==> src/design/load_agen_pkg.sv <==
// shared constants and types of the load address generator
package load_agen_pkg;
  localparam int DATA_W = 32;
  localparam int REG_DEPTH = 32;
  localparam int BUS_AW = 9;
  // instruction field positions
  localparam int F_CREG = 29;
  localparam int F_ZERO = 28;
  localparam int F_DST = 23;
  localparam int F_BASE = 18;
  localparam int F_OFS = 13;
  localparam int F_MODE = 9;
  localparam int F_SIDE = 7;
  localparam int F_LDT = 4;
  localparam int F_OPC = 2;
  localparam int F_FILE = 1;
  localparam int MODE_REG_BIT = 2;
  localparam logic [1:0] LOAD_OPCODE = 2'h1;
  // load type codes
  localparam logic [2:0] LT_SBYTE = 3'h2;
  localparam logic [2:0] LT_UBYTE = 3'h1;
  localparam logic [2:0] LT_SHALF = 3'h4;
  localparam logic [2:0] LT_UHALF = 3'h0;
  localparam logic [2:0] LT_WORD = 3'h6;
  localparam logic [1:0] SH_BYTE = 2'h0;
  localparam logic [1:0] SH_HALF = 2'h1;
  localparam logic [1:0] SH_WORD = 2'h2;
  // addressing modes, index register then short constant
  localparam logic [3:0] M_R_POS = 4'h5, M_R_NEG = 4'h4, M_R_PRI = 4'hd;
  localparam logic [3:0] M_R_PRD = 4'hc, M_R_POI = 4'hf, M_R_POD = 4'he;
  localparam logic [3:0] M_K_POS = 4'h1, M_K_NEG = 4'h0, M_K_PRI = 4'h9;
  localparam logic [3:0] M_K_PRD = 4'h8, M_K_POI = 4'hb, M_K_POD = 4'ha;
  // condition register codes
  localparam logic [2:0] CR_NONE = 3'h0, CR_B0 = 3'h1, CR_B1 = 3'h2;
  localparam logic [2:0] CR_B2 = 3'h3, CR_A1 = 3'h4, CR_A2 = 3'h5;
  // register map (byte addresses)
  localparam logic [8:0] OFS_AMR = 9'h000;
  localparam logic [8:0] OFS_STATUS = 9'h004;
  localparam logic [8:0] OFS_LAST_ADDR = 9'h008;
  localparam logic [8:0] OFS_COUNT = 9'h00c;
  localparam logic [1:0] WIN_FILE_A = 2'h1;
  localparam logic [1:0] WIN_FILE_B = 2'h2;
  localparam logic [31:0] AMR_RESET = 32'h0;
  localparam int AMR_BK0 = 16;
  localparam int AMR_BK1 = 21;
  localparam logic [2:0] CIRC_GROUP = 3'h1;
  localparam logic [1:0] AMR_LIN = 2'h0, AMR_USE_BK0 = 2'h1, AMR_USE_BK1 = 2'h2;
  localparam int ST_REJECT = 0;
  localparam int ST_SKIP = 1;

  typedef enum {S_IDLE, S_COND, S_BASE, S_INDEX, S_OFS, S_CALC, S_MEM, S_WBBASE,
                S_WBDST, S_BUSRD, S_BUSACK} state_t;
  typedef struct packed {logic ok; logic useConst; logic sub; logic modify; logic post;} mode_t;
  typedef struct packed {logic ok; logic signExt; logic [1:0] shift;} ldtype_t;
  typedef struct packed {logic ok; logic uncond; logic fileB; logic [4:0] idx;} cond_t;
endpackage

==> src/design/agen_if.sv <==
// carrier between the load sequencer and the address arithmetic
`timescale 1ns/10ps
`default_nettype none
interface agen_if;
  logic [31:0] base;
  logic [31:0] offset;
  logic [1:0] shift;
  logic sub;
  logic circular;
  logic [4:0] blockBits;
  logic [31:0] result;
  modport requester(output base, offset, shift, sub, circular, blockBits, input result);
  modport generator(input base, offset, shift, sub, circular, blockBits, output result);
endinterface
`default_nettype wire

==> src/design/register_memory.sv <==
// one register file with a registered read port and one write port
`timescale 1ns/10ps
`default_nettype none
module register_memory #(
  parameter int WIDTH = 32,
  parameter int DEPTH = 32,
  localparam int AW = $clog2(DEPTH)
) (
  input wire logic clk,
  input wire logic [AW-1:0] rdAddr,
  output logic [WIDTH-1:0] rdData,
  input wire logic wrEn,
  input wire logic [AW-1:0] wrAddr,
  input wire logic [WIDTH-1:0] wrData
);
  logic [WIDTH-1:0] mem [DEPTH];

  // write port; a read of the same word in that cycle returns the old value
  always_ff @(posedge clk) begin
    if (wrEn) begin
      mem[wrAddr] <= wrData;
    end
  end

  // registered read
  always_ff @(posedge clk) begin
    rdData <= mem[rdAddr];
  end
endmodule // register_memory
`default_nettype wire

==> src/design/address_generator.sv <==
// scaled add or subtract with optional circular wrap
`timescale 1ns/10ps
`default_nettype none
module address_generator (
  agen_if.generator ag
);
  logic [31:0] scaled;
  logic [31:0] linear;
  logic [31:0] mask;

  // block size is 2^(N+1) bytes; only bits inside the block move
  always_comb begin
    scaled = ag.offset << ag.shift;
    linear = ag.sub ? ag.base - scaled : ag.base + scaled;
    mask = (32'h2 << ag.blockBits) - 32'h1;
    ag.result = ag.circular ? ((ag.base & ~mask) | (linear & mask)) : linear;
  end
endmodule // address_generator
`default_nettype wire

==> src/design/load_address_generator.sv <==
// load unit: decode, address generation, data extension, register bus
//
// Added by the designer: the Avalon-MM register port and the address map.
`timescale 1ns/10ps
`default_nettype none

module load_address_generator
  import load_agen_pkg::*;
(
  input wire logic clk,
  input wire logic reset,
  input wire logic instrValid,
  input wire logic [31:0] instrWord,
  output logic instrReady,
  output logic memRead,
  output logic [31:0] memAddress,
  input wire logic [31:0] memReadData,
  input wire logic memReadValid,
  output logic loadDone,
  input wire logic [BUS_AW-1:0] avs_address,
  input wire logic avs_read,
  input wire logic avs_write,
  input wire logic [31:0] avs_writedata,
  input wire logic [3:0] avs_byteenable,
  output logic [31:0] avs_readdata,
  output logic avs_waitrequest
);
  state_t state_reg, state_next;
  logic [31:0] instr_reg, baseValue_reg, offset_reg, result_reg, loadData_reg;
  logic [31:0] amr_reg, lastAddr_reg, count_reg, readData_reg, memAddress_reg;
  logic [1:0] status_reg;
  logic instrReady_reg, memRead_reg, loadDone_reg, wait_reg;
  mode_t modeInfo, newMode;
  ldtype_t ldInfo, newType;
  cond_t condInfo, newCond;
  logic takeInstr, busGo, hitA, hitB, hitFile, condTrue;
  logic [4:0] rfRdAddr, rfWrAddr;
  logic [31:0] rfWrData, loadExt;
  logic [31:0] rfRdData [2];
  logic rfWrEn [2];
  logic [7:0] loadByte;
  logic [15:0] loadHalf;
  logic [1:0] amrField;
  agen_if agenBus();

  // mode field decode, shared by acceptance and sequencing
  // mode code decode
  function automatic mode_t decodeMode(input logic [3:0] m);
    mode_t d;
    d = '0;
    d.ok = 1'b1;
    d.useConst = ~m[MODE_REG_BIT];
    case (m)
      M_R_POS, M_K_POS: d.sub = 1'b0;
      M_R_NEG, M_K_NEG: d.sub = 1'b1;
      M_R_PRI, M_K_PRI: d.modify = 1'b1;
      M_R_PRD, M_K_PRD: d = '{1'b1, ~m[MODE_REG_BIT], 1'b1, 1'b1, 1'b0};
      M_R_POI, M_K_POI: d = '{1'b1, ~m[MODE_REG_BIT], 1'b0, 1'b1, 1'b1};
      M_R_POD, M_K_POD: d = '{1'b1, ~m[MODE_REG_BIT], 1'b1, 1'b1, 1'b1};
      default: d.ok = 1'b0;
    endcase
    return d;
  endfunction

  // load type decode; store codes fall to the default and are refused
  // load type codes
  function automatic ldtype_t decodeType(input logic [2:0] t);
    case (t)
      LT_SBYTE: return '{1'b1, 1'b1, SH_BYTE};
      LT_UBYTE: return '{1'b1, 1'b0, SH_BYTE};
      LT_SHALF: return '{1'b1, 1'b1, SH_HALF};
      LT_UHALF: return '{1'b1, 1'b0, SH_HALF};
      LT_WORD: return '{1'b1, 1'b0, SH_WORD};
      default: return '0;
    endcase
  endfunction

  // condition register decode
  function automatic cond_t decodeCond(input logic [2:0] c);
    case (c)
      CR_NONE: return '{1'b1, 1'b1, 1'b0, 5'h00};
      CR_B0: return '{1'b1, 1'b0, 1'b1, 5'h00};
      CR_B1: return '{1'b1, 1'b0, 1'b1, 5'h01};
      CR_B2: return '{1'b1, 1'b0, 1'b1, 5'h02};
      CR_A1: return '{1'b1, 1'b0, 1'b0, 5'h01};
      CR_A2: return '{1'b1, 1'b0, 1'b0, 5'h02};
      default: return '0;
    endcase
  endfunction

  // byte-lane merge for bus writes of the addressing mode register
  function automatic logic [31:0] mergeBytes(input logic [31:0] old, input logic [31:0] nw,
                                             input logic [3:0] be);
    logic [31:0] r;
    r = old;
    for (int i = 0; i < 4; i++) begin
      if (be[i]) r[8*i +: 8] = nw[8*i +: 8];
    end
    return r;
  endfunction

  // field decode of the held instruction
  // field split
  always_comb begin
    modeInfo = decodeMode(instr_reg[F_MODE +: 4]);
    ldInfo = decodeType(instr_reg[F_LDT +: 3]);
    condInfo = decodeCond(instr_reg[F_CREG +: 3]);
    condTrue = condInfo.uncond ||
               (instr_reg[F_ZERO] ? rfRdData[condInfo.fileB] == 32'h0 : rfRdData[condInfo.fileB] != 32'h0);
  end

  // acceptance and bus window decode
  always_comb begin
    takeInstr = instrValid && instrReady_reg;
    // offered word is checked before it is captured, so a refused one never leaves idle
    newMode = decodeMode(instrWord[F_MODE +: 4]);
    newType = decodeType(instrWord[F_LDT +: 3]);
    newCond = decodeCond(instrWord[F_CREG +: 3]);
    busGo = (avs_read || avs_write) && wait_reg && state_reg == S_IDLE && !takeInstr;
    hitA = avs_address[8:7] == WIN_FILE_A;
    hitB = avs_address[8:7] == WIN_FILE_B;
    hitFile = hitA || hitB;
  end

  // sequencer next state
  always_comb begin
    state_next = state_reg;
    case (state_reg)
      S_IDLE: begin
        if (takeInstr) begin
          if (newMode.ok && newType.ok && newCond.ok && instrWord[F_OPC +: 2] == LOAD_OPCODE) begin
            state_next = S_COND;
          end
        end else if (busGo) begin
          state_next = (avs_read && hitFile) ? S_BUSRD : S_BUSACK;
        end
      end
      S_COND: state_next = S_BASE;
      S_BASE: state_next = condTrue ? S_INDEX : S_IDLE;
      S_INDEX: state_next = S_OFS;
      S_OFS: state_next = S_CALC;
      S_CALC: state_next = S_MEM;
      S_MEM: if (memReadValid) state_next = modeInfo.modify ? S_WBBASE : S_WBDST;
      S_WBBASE: state_next = S_WBDST;
      S_WBDST: state_next = S_IDLE;
      S_BUSRD: state_next = S_BUSACK;
      default: state_next = S_IDLE;
    endcase
  end

  always_ff @(posedge clk or posedge reset) begin
    if (reset) begin
      state_reg <= S_IDLE;
      instrReady_reg <= 1'b0;
    end else begin
      state_reg <= state_next;
      instrReady_reg <= state_next == S_IDLE;
    end
  end

  // instruction capture
  always_ff @(posedge clk or posedge reset) begin
    if (reset) instr_reg <= 32'h0;
    else if (takeInstr) instr_reg <= instrWord;
  end

  // register file read address per step; data arrives one cycle later
  // side selects file
  always_comb begin
    case (state_reg)
      S_COND: rfRdAddr = condInfo.idx;
      S_BASE: rfRdAddr = instr_reg[F_BASE +: 5];
      S_INDEX: rfRdAddr = instr_reg[F_OFS +: 5];
      default: rfRdAddr = avs_address[6:2];
    endcase
  end

  // base and offset capture
  // register or constant offset
  always_ff @(posedge clk or posedge reset) begin
    if (reset) begin
      baseValue_reg <= 32'h0;
      offset_reg <= 32'h0;
    end else if (state_reg == S_INDEX) begin
      baseValue_reg <= rfRdData[instr_reg[F_SIDE]];
    end else if (state_reg == S_OFS) begin
      offset_reg <= modeInfo.useConst ? {27'h0, instr_reg[F_OFS +: 5]} : rfRdData[instr_reg[F_SIDE]];
    end
  end

  // circular lookup: only bases 4..7 carry a mode field
  // circular bases only
  always_comb begin
    amrField = amr_reg[{instr_reg[F_SIDE], instr_reg[F_BASE +: 2], 1'b0} +: 2];
    agenBus.base = baseValue_reg;
    agenBus.offset = offset_reg;
    agenBus.shift = ldInfo.shift;
    agenBus.sub = modeInfo.sub;
    agenBus.circular = instr_reg[F_BASE + 2 +: 3] == CIRC_GROUP &&
                       (amrField == AMR_USE_BK0 || amrField == AMR_USE_BK1);
    agenBus.blockBits = amrField == AMR_USE_BK1 ? amr_reg[AMR_BK1 +: 5] : amr_reg[AMR_BK0 +: 5];
  end

  address_generator uAgen (
    .ag(agenBus)
  );

  // memory request; post modes use the untouched base
  // computed access address
  always_ff @(posedge clk or posedge reset) begin
    if (reset) begin
      memRead_reg <= 1'b0;
      memAddress_reg <= 32'h0;
      result_reg <= 32'h0;
    end else if (state_reg == S_CALC) begin
      memRead_reg <= 1'b1;
      memAddress_reg <= modeInfo.post ? baseValue_reg : agenBus.result;
      result_reg <= agenBus.result;
    end else if (state_reg == S_MEM && memReadValid) begin
      memRead_reg <= 1'b0;
    end
  end

  // lane pick and extension of returned data, little-endian lanes
  // low bits placed
  always_comb begin
    loadByte = memReadData[{memAddress_reg[1:0], 3'h0} +: 8];
    loadHalf = memAddress_reg[1] ? memReadData[31:16] : memReadData[15:0];
    case (ldInfo.shift)
      SH_BYTE: loadExt = {{24{ldInfo.signExt & loadByte[7]}}, loadByte};
      SH_HALF: loadExt = {{16{ldInfo.signExt & loadHalf[15]}}, loadHalf};
      default: loadExt = memReadData;
    endcase
  end

  always_ff @(posedge clk or posedge reset) begin
    if (reset) loadData_reg <= 32'h0;
    else if (state_reg == S_MEM && memReadValid) loadData_reg <= loadExt;
  end

  // register file writes: bus, base update, destination; one per cycle
  always_comb begin
    rfWrEn[0] = 1'b0;
    rfWrEn[1] = 1'b0;
    rfWrAddr = avs_address[6:2];
    rfWrData = avs_writedata;
    if (state_reg == S_WBBASE) begin
      rfWrEn[instr_reg[F_SIDE]] = 1'b1;
      rfWrAddr = instr_reg[F_BASE +: 5];
      rfWrData = result_reg;
    end else if (state_reg == S_WBDST) begin
      rfWrEn[instr_reg[F_FILE]] = 1'b1;
      rfWrAddr = instr_reg[F_DST +: 5];
      rfWrData = loadData_reg;
    end else if (busGo && avs_write && hitFile) begin
      rfWrEn[hitB] = 1'b1;
    end
  end

  for (genvar f = 0; f < 2; f++) begin : gFile
    register_memory #(.WIDTH(DATA_W), .DEPTH(REG_DEPTH)) uMem (
      .clk(clk),
      .rdAddr(rfRdAddr),
      .rdData(rfRdData[f]),
      .wrEn(rfWrEn[f]),
      .wrAddr(rfWrAddr),
      .wrData(rfWrData)
    );
  end

  // completion flags and counters; a fresh event wins over a clear
  always_ff @(posedge clk or posedge reset) begin
    if (reset) begin
      loadDone_reg <= 1'b0;
      lastAddr_reg <= 32'h0;
      count_reg <= 32'h0;
      status_reg <= 2'h0;
    end else begin
      loadDone_reg <= state_reg == S_WBDST;
      if (state_reg == S_WBDST) count_reg <= count_reg + 32'h1;
      if (state_reg == S_CALC) lastAddr_reg <= modeInfo.post ? baseValue_reg : agenBus.result;
      if (busGo && avs_write && avs_address == OFS_STATUS && avs_byteenable[0]) begin
        status_reg <= status_reg & ~avs_writedata[1:0];
      end
      if (takeInstr && state_next == S_IDLE) status_reg[ST_REJECT] <= 1'b1;
      if (state_reg == S_BASE && !condTrue) status_reg[ST_SKIP] <= 1'b1;
    end
  end

  // addressing mode register
  always_ff @(posedge clk or posedge reset) begin
    if (reset) amr_reg <= AMR_RESET;
    else if (busGo && avs_write && avs_address == OFS_AMR) begin
      amr_reg <= mergeBytes(amr_reg, avs_writedata, avs_byteenable);
    end
  end

  // bus answer: wait drops for exactly one cycle per access
  always_ff @(posedge clk or posedge reset) begin
    if (reset) begin
      wait_reg <= 1'b1;
      readData_reg <= 32'h0;
    end else begin
      wait_reg <= !(state_next == S_BUSACK);
      if (state_reg == S_BUSRD) readData_reg <= rfRdData[hitB];
      else if (busGo && avs_read) begin
        if (avs_address == OFS_AMR) readData_reg <= amr_reg;
        else if (avs_address == OFS_STATUS) readData_reg <= {30'h0, status_reg};
        else if (avs_address == OFS_LAST_ADDR) readData_reg <= lastAddr_reg;
        else if (avs_address == OFS_COUNT) readData_reg <= count_reg;
        else readData_reg <= 32'h0;
      end
    end
  end

  assign instrReady = instrReady_reg;
  assign memRead = memRead_reg;
  assign memAddress = memAddress_reg;
  assign loadDone = loadDone_reg;
  assign avs_readdata = readData_reg;
  assign avs_waitrequest = wait_reg;
endmodule // load_address_generator
`default_nettype wire

==> config.mk <==
export PLATFORM = sky130hd
export DESIGN_NAME = load_address_generator
export DESIGN_NICKNAME = d
export VERILOG_FILES = /design/src/design/load_agen_pkg.sv /design/src/design/agen_if.sv /design/src/design/register_memory.sv /design/src/design/address_generator.sv /design/src/design/load_address_generator.sv
export SDC_FILE = /design/constraint.sdc
export NUM_CORES = 2
export LEC_CHECK = 0
export BUFFER_PORTS_ARGS = -buffer_cell sky130_fd_sc_hd__clkbuf_2
export CAP_MARGIN = 20
export CORE_UTILIZATION = 40
export DETAILED_ROUTE_END_ITERATION = 8
export PLACE_DENSITY = 0.58
export SYNTH_ARGS = -nofsm -noshare
export SYNTH_HDL_FRONTEND = slang
export SYNTH_SLANG_ARGS = --single-unit
==> constraint.sdc <==
create_clock -name clk -period 10.7 [get_ports clk]
set_clock_uncertainty 0.1 [all_clocks]
set_input_delay 1.07 -clock clk [delete_from_list [all_inputs] [get_ports clk]]
set_output_delay 1.07 -clock clk [all_outputs]
set_load 0.005 [all_outputs]
# == After elaboration in Yosys (flattened, before gate mapping) ==
# Memory sizes are Yosys's and may differ from the RTL's. A register that Yosys moved wholly into a read port is not among the register bits.
# Cells that the tools add are included.
# word_totals
reg_bits,326
latchBits,0
ramBits,2048
mem_bits_ro,0
in_bits,115
out_inout_bits,68
word_cells,230
memories,2
# mem_list
name,depth,width,read_ports,rd_clocked_by_memory_dff,wr,line_no,source
gFile[0].uMem.mem,32,32,1,1,1,register_memory.sv:16,logic [WIDTH-1:0] mem [DEPTH];
gFile[1].uMem.mem,32,32,1,1,1,register_memory.sv:16,
# classes
n_addsub,4
n_mul,0
div,0
magnitude_cmp,7
n_eq_ne,65
shifts,4
mux,62
n_bitwise,13
n_reduce_logical,54
# ops
cell,count
32-bit two-way mux,25
32-bit case mux with 9 select lines,1
32-bit by 3-bit equality test with 1-bit output (second input constant),6
32-bit by 4-bit equality test with 1-bit output (second input constant),5
32-bit zero test,4
32-bit by 5-bit equality test with 1-bit output (second input constant),3
32-bit bitwise AND,2
32-bit by 2-bit equality test with 1-bit output (second input constant),2
4-bit equality test (second input constant),16
32-bit case mux with 2 select lines,1
8-bit case mux with 6 select lines,1
7-bit case mux with 6 select lines,1
32-bit by 1-bit adder with 32-bit output (second input constant),1
32-bit adder,1
32-bit by 1-bit equality test with 1-bit output (second input constant),1
32-bit inverter,1
32-bit OR,1
32-bit nonzero test,1
32-bit by 5-bit variable part select with 2-bit output,1
32-bit by 6-bit variable part select with 8-bit output,1
2-bit by 5-bit << shifter with 32-bit output (first input constant),1
32-bit by 2-bit << shifter with 32-bit output,1
32-bit by 1-bit subtractor with 32-bit output (second input constant),1
32-bit subtractor,1
38 further kinds,130

# == Logic depth before layout (Yosys ltp) ==
# logic_depth
ltp_word,14
mapped_depth,27
depth_no_buf,22

# == Modules after synthesis ==
# Synthesis repeated with hierarchy kept, for this count alone.
# hier_totals
hier_cells,6673
hier_area_um2,101322.2
# modules_own_cells
module,instances,cells_per_inst,area_each_um2,seq_area_each_um2
register_memory (gFile[0].uMem),1,2260,40491.3,31390.1
register_memory (gFile[1].uMem),1,2260,40485.1,31390.1
load_address_generator,1,1524,16235.6,8059.0
address_generator,1,629,4110.2,0.0

# == Worst setup path before layout ==
# OpenSTA, ideal clock, no wires.
# synth_path
path_type,flip-flop to flip-flop
startpoint,register state_reg[24]
endpoint,memory gFile[0].uMem.mem[0][10] (data pin)
setup_ns,0.701
t_arrival_ns,4.934
required_ns,9.899
setup_slack_ns,4.965
path_stages_with_launch,10
path_buffers,3
period_less_slack_ns,5.735
cell_sequence,dfrtp_1 -> nor4_4 -> nand4_2 -> nor2_1 -> and4b_1 -> buf_2 -> buf_1 -> buf_2 -> mux2i_1 -> o21ai_0
# synth_between
elab_chain_len,3
elab_cells_between_ends,4
cone_classes,eq/ne: 2; mux: 2
# synth_rtl
item,line_no,source
start: declaration,load_address_generator.sv:28,"state_t state_reg, state_next;"
start signal: assignment,load_address_generator.sv:156,state_reg <= state_next;
32-bit by 5-bit equality test with 1-bit output,load_address_generator.sv:251,end else if (state_reg == S_WBDST) begin
32-bit two-way mux,load_address_generator.sv:251,
32-bit two-way mux *,load_address_generator.sv:247,if (state_reg == S_WBBASE) begin
net gFile[0].uMem.wrData[10],register_memory.sv:14,input wire logic [WIDTH-1:0] wrData
end: declaration,register_memory.sv:16,
# Mark *: on every way through the listed nets, which the timed path passes. The rest lies on a longest branch.

# == Worst setup path in the final report ==
# layout_path
startpoint,register instr_reg[5]
endpoint,register lastAddr_reg[29]
# layout_between
elab_chain_len,9
elab_cells_between_ends,14
cone_classes,add/sub: 2; eq/ne: 4; shift: 1; mux: 4; bitwise: 2; reduce/logical: 1
# layout_rtl
item,line_no,source
start: declaration,load_address_generator.sv:29,"logic [31:0] instr_reg, baseValue_reg, offset_reg, result_reg, loadData_reg;"
start signal: assignment,load_address_generator.sv:164,else if (takeInstr) instr_reg <= instrWord;
3-bit equality test (tied with other cells),load_address_generator.sv:68,case (t)
3-bit case mux with 5 select lines *,load_address_generator.sv:68,
32-bit by 2-bit << shifter with 32-bit output *,address_generator.sv:13,scaled = ag.offset << ag.shift;
32-bit adder or 32-bit subtractor (tied branches),address_generator.sv:14,linear = ag.sub ? ag.base - scaled : ag.base + scaled;
32-bit two-way mux *,address_generator.sv:14,
32-bit bitwise AND,address_generator.sv:16,ag.result = ag.circular ? ((ag.base & ~mask) | (linear & mask)) : linear;
32-bit OR,address_generator.sv:16,
32-bit two-way mux *,address_generator.sv:16,
32-bit two-way mux *,load_address_generator.sv:281,if (state_reg == S_CALC) lastAddr_reg <= modeInfo.post ? baseValue_reg : agenBus.result;
end signal: assignment,load_address_generator.sv:281,
end: declaration,load_address_generator.sv:30,"logic [31:0] amr_reg, lastAddr_reg, count_reg, readData_reg, memAddress_reg;"
# Mark *: on every way between the ends. The rest lies on a longest branch, timed or not.
# A chain may end at the register's enable or synchronous reset.

==> impl.org <==
** Timing
- The number of hold-slack violations in the final timing report came to 0.
- Setup violations remaining at the end of the flow were counted as 0.
- Worst-case setup margin in the final layout :: 3.88 ns
- After routing, the total negative slack on setup checks comes to 0 ns.
- The count of final max-slew check failures is 0.
- Final period demand of the worst path :: ~6.8 ns
- Relative max-transition margin :: 0.202
- Dividing the final minimum period by the clock period gives 0.637.
- Measured slew at the worst slew-check pin :: 1.19 ns
- Setup repair after global routing left no endpoint under its margin.
- Achievable frequency :: 147 MHz

** CTS
- H-tree levels :: 4
- Counting the buffers created by CTS gives about 240.
- The longest clock path from root to sink contains 3 buffers.
- Hold repair after CTS inserted 0 buffers.
- Post-CTS setup buffer count :: 0
- The clock reaches the later pin of the worst-skew pair after between 0.9 and 1 ns.
- The number of gates resized after CTS was 0.
- The tree is rooted in a sky130_fd_sc_hd__clkbuf_16.
- TritonCTS built the clock tree.
- After clock tree synthesis, the clock-pin slew on the worst setup and hold paths is 0.07 ns.
- The clock net in this run drives a total of between 2000 and 2500 sinks.

** Drt
- Vias per std cell :: 5.76
- For this block, the initial DRC count from the detailed router was approximately 7700.
- The final route contains approximately 65000 vias.
- Routed wire length per instance :: 27.0 um
- The pre-antenna-repair detailed-routing pass consisted of 6 iterations.
- Post-route DRC :: 0
- Total Wirelength :: 303000 um
- Remaining antenna violation count :: 0

** Outcome
- The flow ran to the end, and the final reports show no timing, DRC or antenna violations.

** Place
- Detailed-placement wirelength estimate :: 181000 um
- Gpl congestion :: 0.918
- Prior to clock tree synthesis, the placed netlist has a worst setup slack of 4.00 ns.
- The count of buffers added on input and output ports is 180.

** Worst setup path
- Kind of capture point of the worst setup path :: register
- Kind of cell adding the most delay to the critical path :: compound AO/OA/AOI/OAI gates
- Stages on worst setup path :: 20
- Cell-by-cell trace of the critical path :: buf_4 > nand3b_1 > buf_4 > nand2_2 > o32ai_1 > o2111ai_1 > or2_1 > or3_1 > o21ai_0 > xor2_1 > ha_1 > a21o_1 > a221oi_1 > o21ai_0 > a32oi_1 > a311oi_1 > o2111ai_1 > nor3b_1 > mux2i_1 > nand3_1
- Crit Path Category :: reg2reg
- At the worst endpoint, the required time is 11.40 ns.
- The slowest stage of the critical path belongs to the cell sky130_fd_sc_hd__nand3b_1.
- Setup slack on the worst flop-to-flop path :: 3.88 ns
- Crit Reg-Reg Startpoint :: instr_reg[5]
- On the worst path, the slowest cell contributes a delay of 0.52 ns.
- Beginning of the critical path :: instr_reg[5]
- The endpoint identified for the worst register-to-register timing path is lastAddr_reg[29].
- At the worst endpoint, the arrival time is 7.51 ns.
- Startpoint Class :: register
- The number of buffers and inverters on the critical path is 2.
- FF-to-FF path depth :: 20
- Of all nets on the critical path, the largest fanout is 39.

** Synthesis
- After synthesis the cells add up to 100000 um^2.
- During synthesis, Yosys emitted a total of 0 warnings.
- Of the post-synthesis cell area, the dominant cell type holds 0.613.
- Yosys instantiated no cell more often than sky130_fd_sc_hd__edfxtp_1.
- sky130_fd_sc_hd__edfxtp_1 takes more of the synthesized area than any other cell.
- Seq/Total Area, Yosys :: 0.706
- Yosys mapped the design onto 91 distinct sky130hd cell types.
- Number of synthesized flops with an enable pin :: 2048
- Top cells by area, synth :: sky130_fd_sc_hd__edfxtp_1 (61%), sky130_fd_sc_hd__dfrtp_1 (8.0%), sky130_fd_sc_hd__nand2_1 (6.6%), sky130_fd_sc_hd__nand3_1 (3.0%), sky130_fd_sc_hd__mux2i_1 (2.8%)
- A synthesized cell averages between 10 and 15 um^2.
- Of all flip-flops after synthesis, the portion carrying an async set or reset was 0.132.
- In the synthesized netlist, the number of instances is 7513.
- By count the netlist is led by sky130_fd_sc_hd__edfxtp_1 (2048), sky130_fd_sc_hd__nand2_1 (1764), sky130_fd_sc_hd__nand3_1 (600).
- Synthesis inferred 2434 register bits.
- For this run, the leading register cell type out of synthesis is sky130_fd_sc_hd__edfxtp_1.

** Power and ir drop
- Share of power burned in the clock network :: 0.420
- Register share of total power :: 0.511
- Share of total power in combinational logic :: 0.069
- Cell area power density :: 179 nW/um^2
- VDD sags by at most 187 uV.
- Of the total power, the share spent switching nets is 0.233.
- Summed over all cells, the static leakage comes to 39.7 nW.
- Final total power :: 0.0204 W
- Cell internal power was estimated by the tool at between 0.015 and 0.02 W.
- In this run the power spent charging and discharging nets is 0.00476 W.

** Global routing
- Entering global routing, the biggest net connects around 200 pins.
- The first global-routing pass estimated 433000 um of wire.
- The number of antenna violations at the first check in global routing is 18.
- Grt ovf :: 0
- The number of global-route vias before repair came to about 61000.
- GRT Total Usage :: 0.236

** Final layout
- Of the cells placed in the final design, the portion with a size suffix greater than 1 is 0.143.
- Final #Nets :: 7832
- From synthesis to final layout, the design area changed by 13.7%.
- Counting the fill cells in the layout gives 21800.
- Number of flip-flops in the largest register :: approximately 2000
- Largest register by flop count :: gFile.uMem.mem
- Largest registers in the final layout :: gFile.uMem.mem: 2048 flops, gFile.uMem.rdData: 64 flops

** Flow run
- Max-cap viol count :: 0

** Floorplan
- Measured along the x axis, the die boundary spans 503 um.
- Area of the placeable core :: 249000 um^2
- Row generation in the floorplan step produced 183 rows.
- 183 I/O pins were placed.
- Die Area :: ~250000 um^2
- Die Height :: 503 um
- The initial utilization of the core area, before any placement, comes to 0.403.

** Hold path
- Path class of the lowest-slack min-delay path :: in2async
-- power by group through the flow --
stage / registers (W) / clock network (W) / logic [W]
5_1_grt: 0.0104 / 0.00908 / 0.00150
2_1_floorplan: 0.0106 / 0 / 0.000841
6_report: 0.0104 / 0.00858 / 0.00140
4_1_cts: 0.0104 / 0.00871 / 0.00139
3_3_place_gp: 0.0106 / 0 / 0.00136
3_5_place_dp: 0.0106 / 0 / 0.00138
-- placed cells by master, fill, tap and decap left out, types with 17 or more instances in the layout --
cell and instances:
sky130_fd_sc_hd__o2111ai_1 72, sky130_fd_sc_hd__a32oi_1 149, sky130_fd_sc_hd__xnor2_1 53, sky130_fd_sc_hd__nor2_4 70
sky130_fd_sc_hd__conb_1 28, sky130_fd_sc_hd__clkbuf_1 62, sky130_fd_sc_hd__edfxtp_1 2048, sky130_fd_sc_hd__and3_1 53
sky130_fd_sc_hd__nor3_1 66, sky130_fd_sc_hd__clkinv_2 40, sky130_fd_sc_hd__nand4_1 138, sky130_fd_sc_hd__nor2_1 166
sky130_fd_sc_hd__o21ai_4 32, sky130_fd_sc_hd__o21ai_0 198, sky130_fd_sc_hd__a21o_1 21, sky130_fd_sc_hd__inv_1 28
sky130_fd_sc_hd__bufinv_16 28, sky130_fd_sc_hd__nand3_1 599, sky130_fd_sc_hd__mux2i_1 281, sky130_fd_sc_hd__dfxtp_1 64
sky130_fd_sc_hd__a21oi_1 174, sky130_fd_sc_hd__mux4_2 90, sky130_fd_sc_hd__clkbuf_2 180, sky130_fd_sc_hd__or3_1 19
sky130_fd_sc_hd__xor2_1 32, sky130_fd_sc_hd__dfrtp_1 320, sky130_fd_sc_hd__nor4_1 28, sky130_fd_sc_hd__clkbuf_8 17
sky130_fd_sc_hd__a211oi_1 18, sky130_fd_sc_hd__buf_4 168, sky130_fd_sc_hd__nand2_1 1760, sky130_fd_sc_hd__mux2_2 165
sky130_fd_sc_hd__ha_1 35, sky130_fd_sc_hd__clkinv_1 39, sky130_fd_sc_hd__a31oi_1 107, sky130_fd_sc_hd__clkbuf_16 238
-- routing by layer --
layer  share of wire  vias up  global-route usage
li1                -    28400                   -
met1            0.44    32900               0.353
met2            0.43     2938               0.344
met3           0.092      409              0.0444
met4           0.033        2              0.0795
met5        0.000043        -                   0
-- kinds of logic after synthesis --
| logic type | synth area share |
|---|---|
| multiplexers | 0.0670 |
| flip-flops | 0.706 |
| XOR/XNOR | 0.00742 |
| AO/OA/AOI/OAI | 0.0632 |
| adder cells (fa/ha/maj) | 0.00469 |
| buffers and inverters | 0.0212 |
| AND/OR/NAND/NOR | 0.130 |
| other | 0.0000374 |
-- worst register-to-register path, stage by stage (launching register included) --
cell and delay, ns:
sky130_fd_sc_hd__dfrtp_1 0.35, sky130_fd_sc_hd__buf_4 0.22, sky130_fd_sc_hd__nand3b_1 0.52, sky130_fd_sc_hd__buf_4 0.52, sky130_fd_sc_hd__nand2_2 0.21, sky130_fd_sc_hd__o32ai_1 0.50
sky130_fd_sc_hd__o2111ai_1 0.32, sky130_fd_sc_hd__or2_1 0.35, sky130_fd_sc_hd__or3_1 0.36, sky130_fd_sc_hd__o21ai_0 0.21, sky130_fd_sc_hd__xor2_1 0.21, sky130_fd_sc_hd__ha_1 0.31
sky130_fd_sc_hd__a21o_1 0.22, sky130_fd_sc_hd__a221oi_1 0.47, sky130_fd_sc_hd__o21ai_0 0.24, sky130_fd_sc_hd__a32oi_1 0.41, sky130_fd_sc_hd__a311oi_1 0.26, sky130_fd_sc_hd__o2111ai_1 0.25
sky130_fd_sc_hd__nor3b_1 0.42, sky130_fd_sc_hd__mux2i_1 0.26, sky130_fd_sc_hd__nand3_1 0.08
-- area by class of cell --
cell class / instances / area, um^2 / area share
clock buffer: 318 / 6430 / 0.0564
inverter: 29 / 116 / 0.00102
antenna: 7 / 17.5 / 0.000154
timing repair buffer: 362 / 2440 / 0.0214
tap: 3330 / 4170 / 0.0365
sequential: 2434 / 70800 / 0.621
clock inverter: 129 / 1630 / 0.0143
multi-input combinational: 4616 / 28500 / 0.249
-- metrics by stage --
stage	util	cell area, um^2	hold WS [ns]	instances
after global placement	0.426	106000	0.360	10800
final	0.458	114000	0.288	11200
after detailed placement	0.426	106000	0.370	10800
after global routing	0.458	114000	0.269	11200
after CTS	0.458	114000	0.243	11200
after floorplan	-	100000	0.342	7540
-- worst max path at each step --
| stage | slack (ns) | to |
|---|---|---|
| after floorplan | 0.62 | agenBus.base[0] |
| after global placement | 3.97 | lastAddr_reg[29] |
| after detailed placement | 4.00 | lastAddr_reg[29] |
| after CTS | 4.05 | lastAddr_reg[29] |
| after global routing | 3.42 | lastAddr_reg[29] |
| final | 3.88 | lastAddr_reg[29] |
Power figures use the tool's default switching activity.
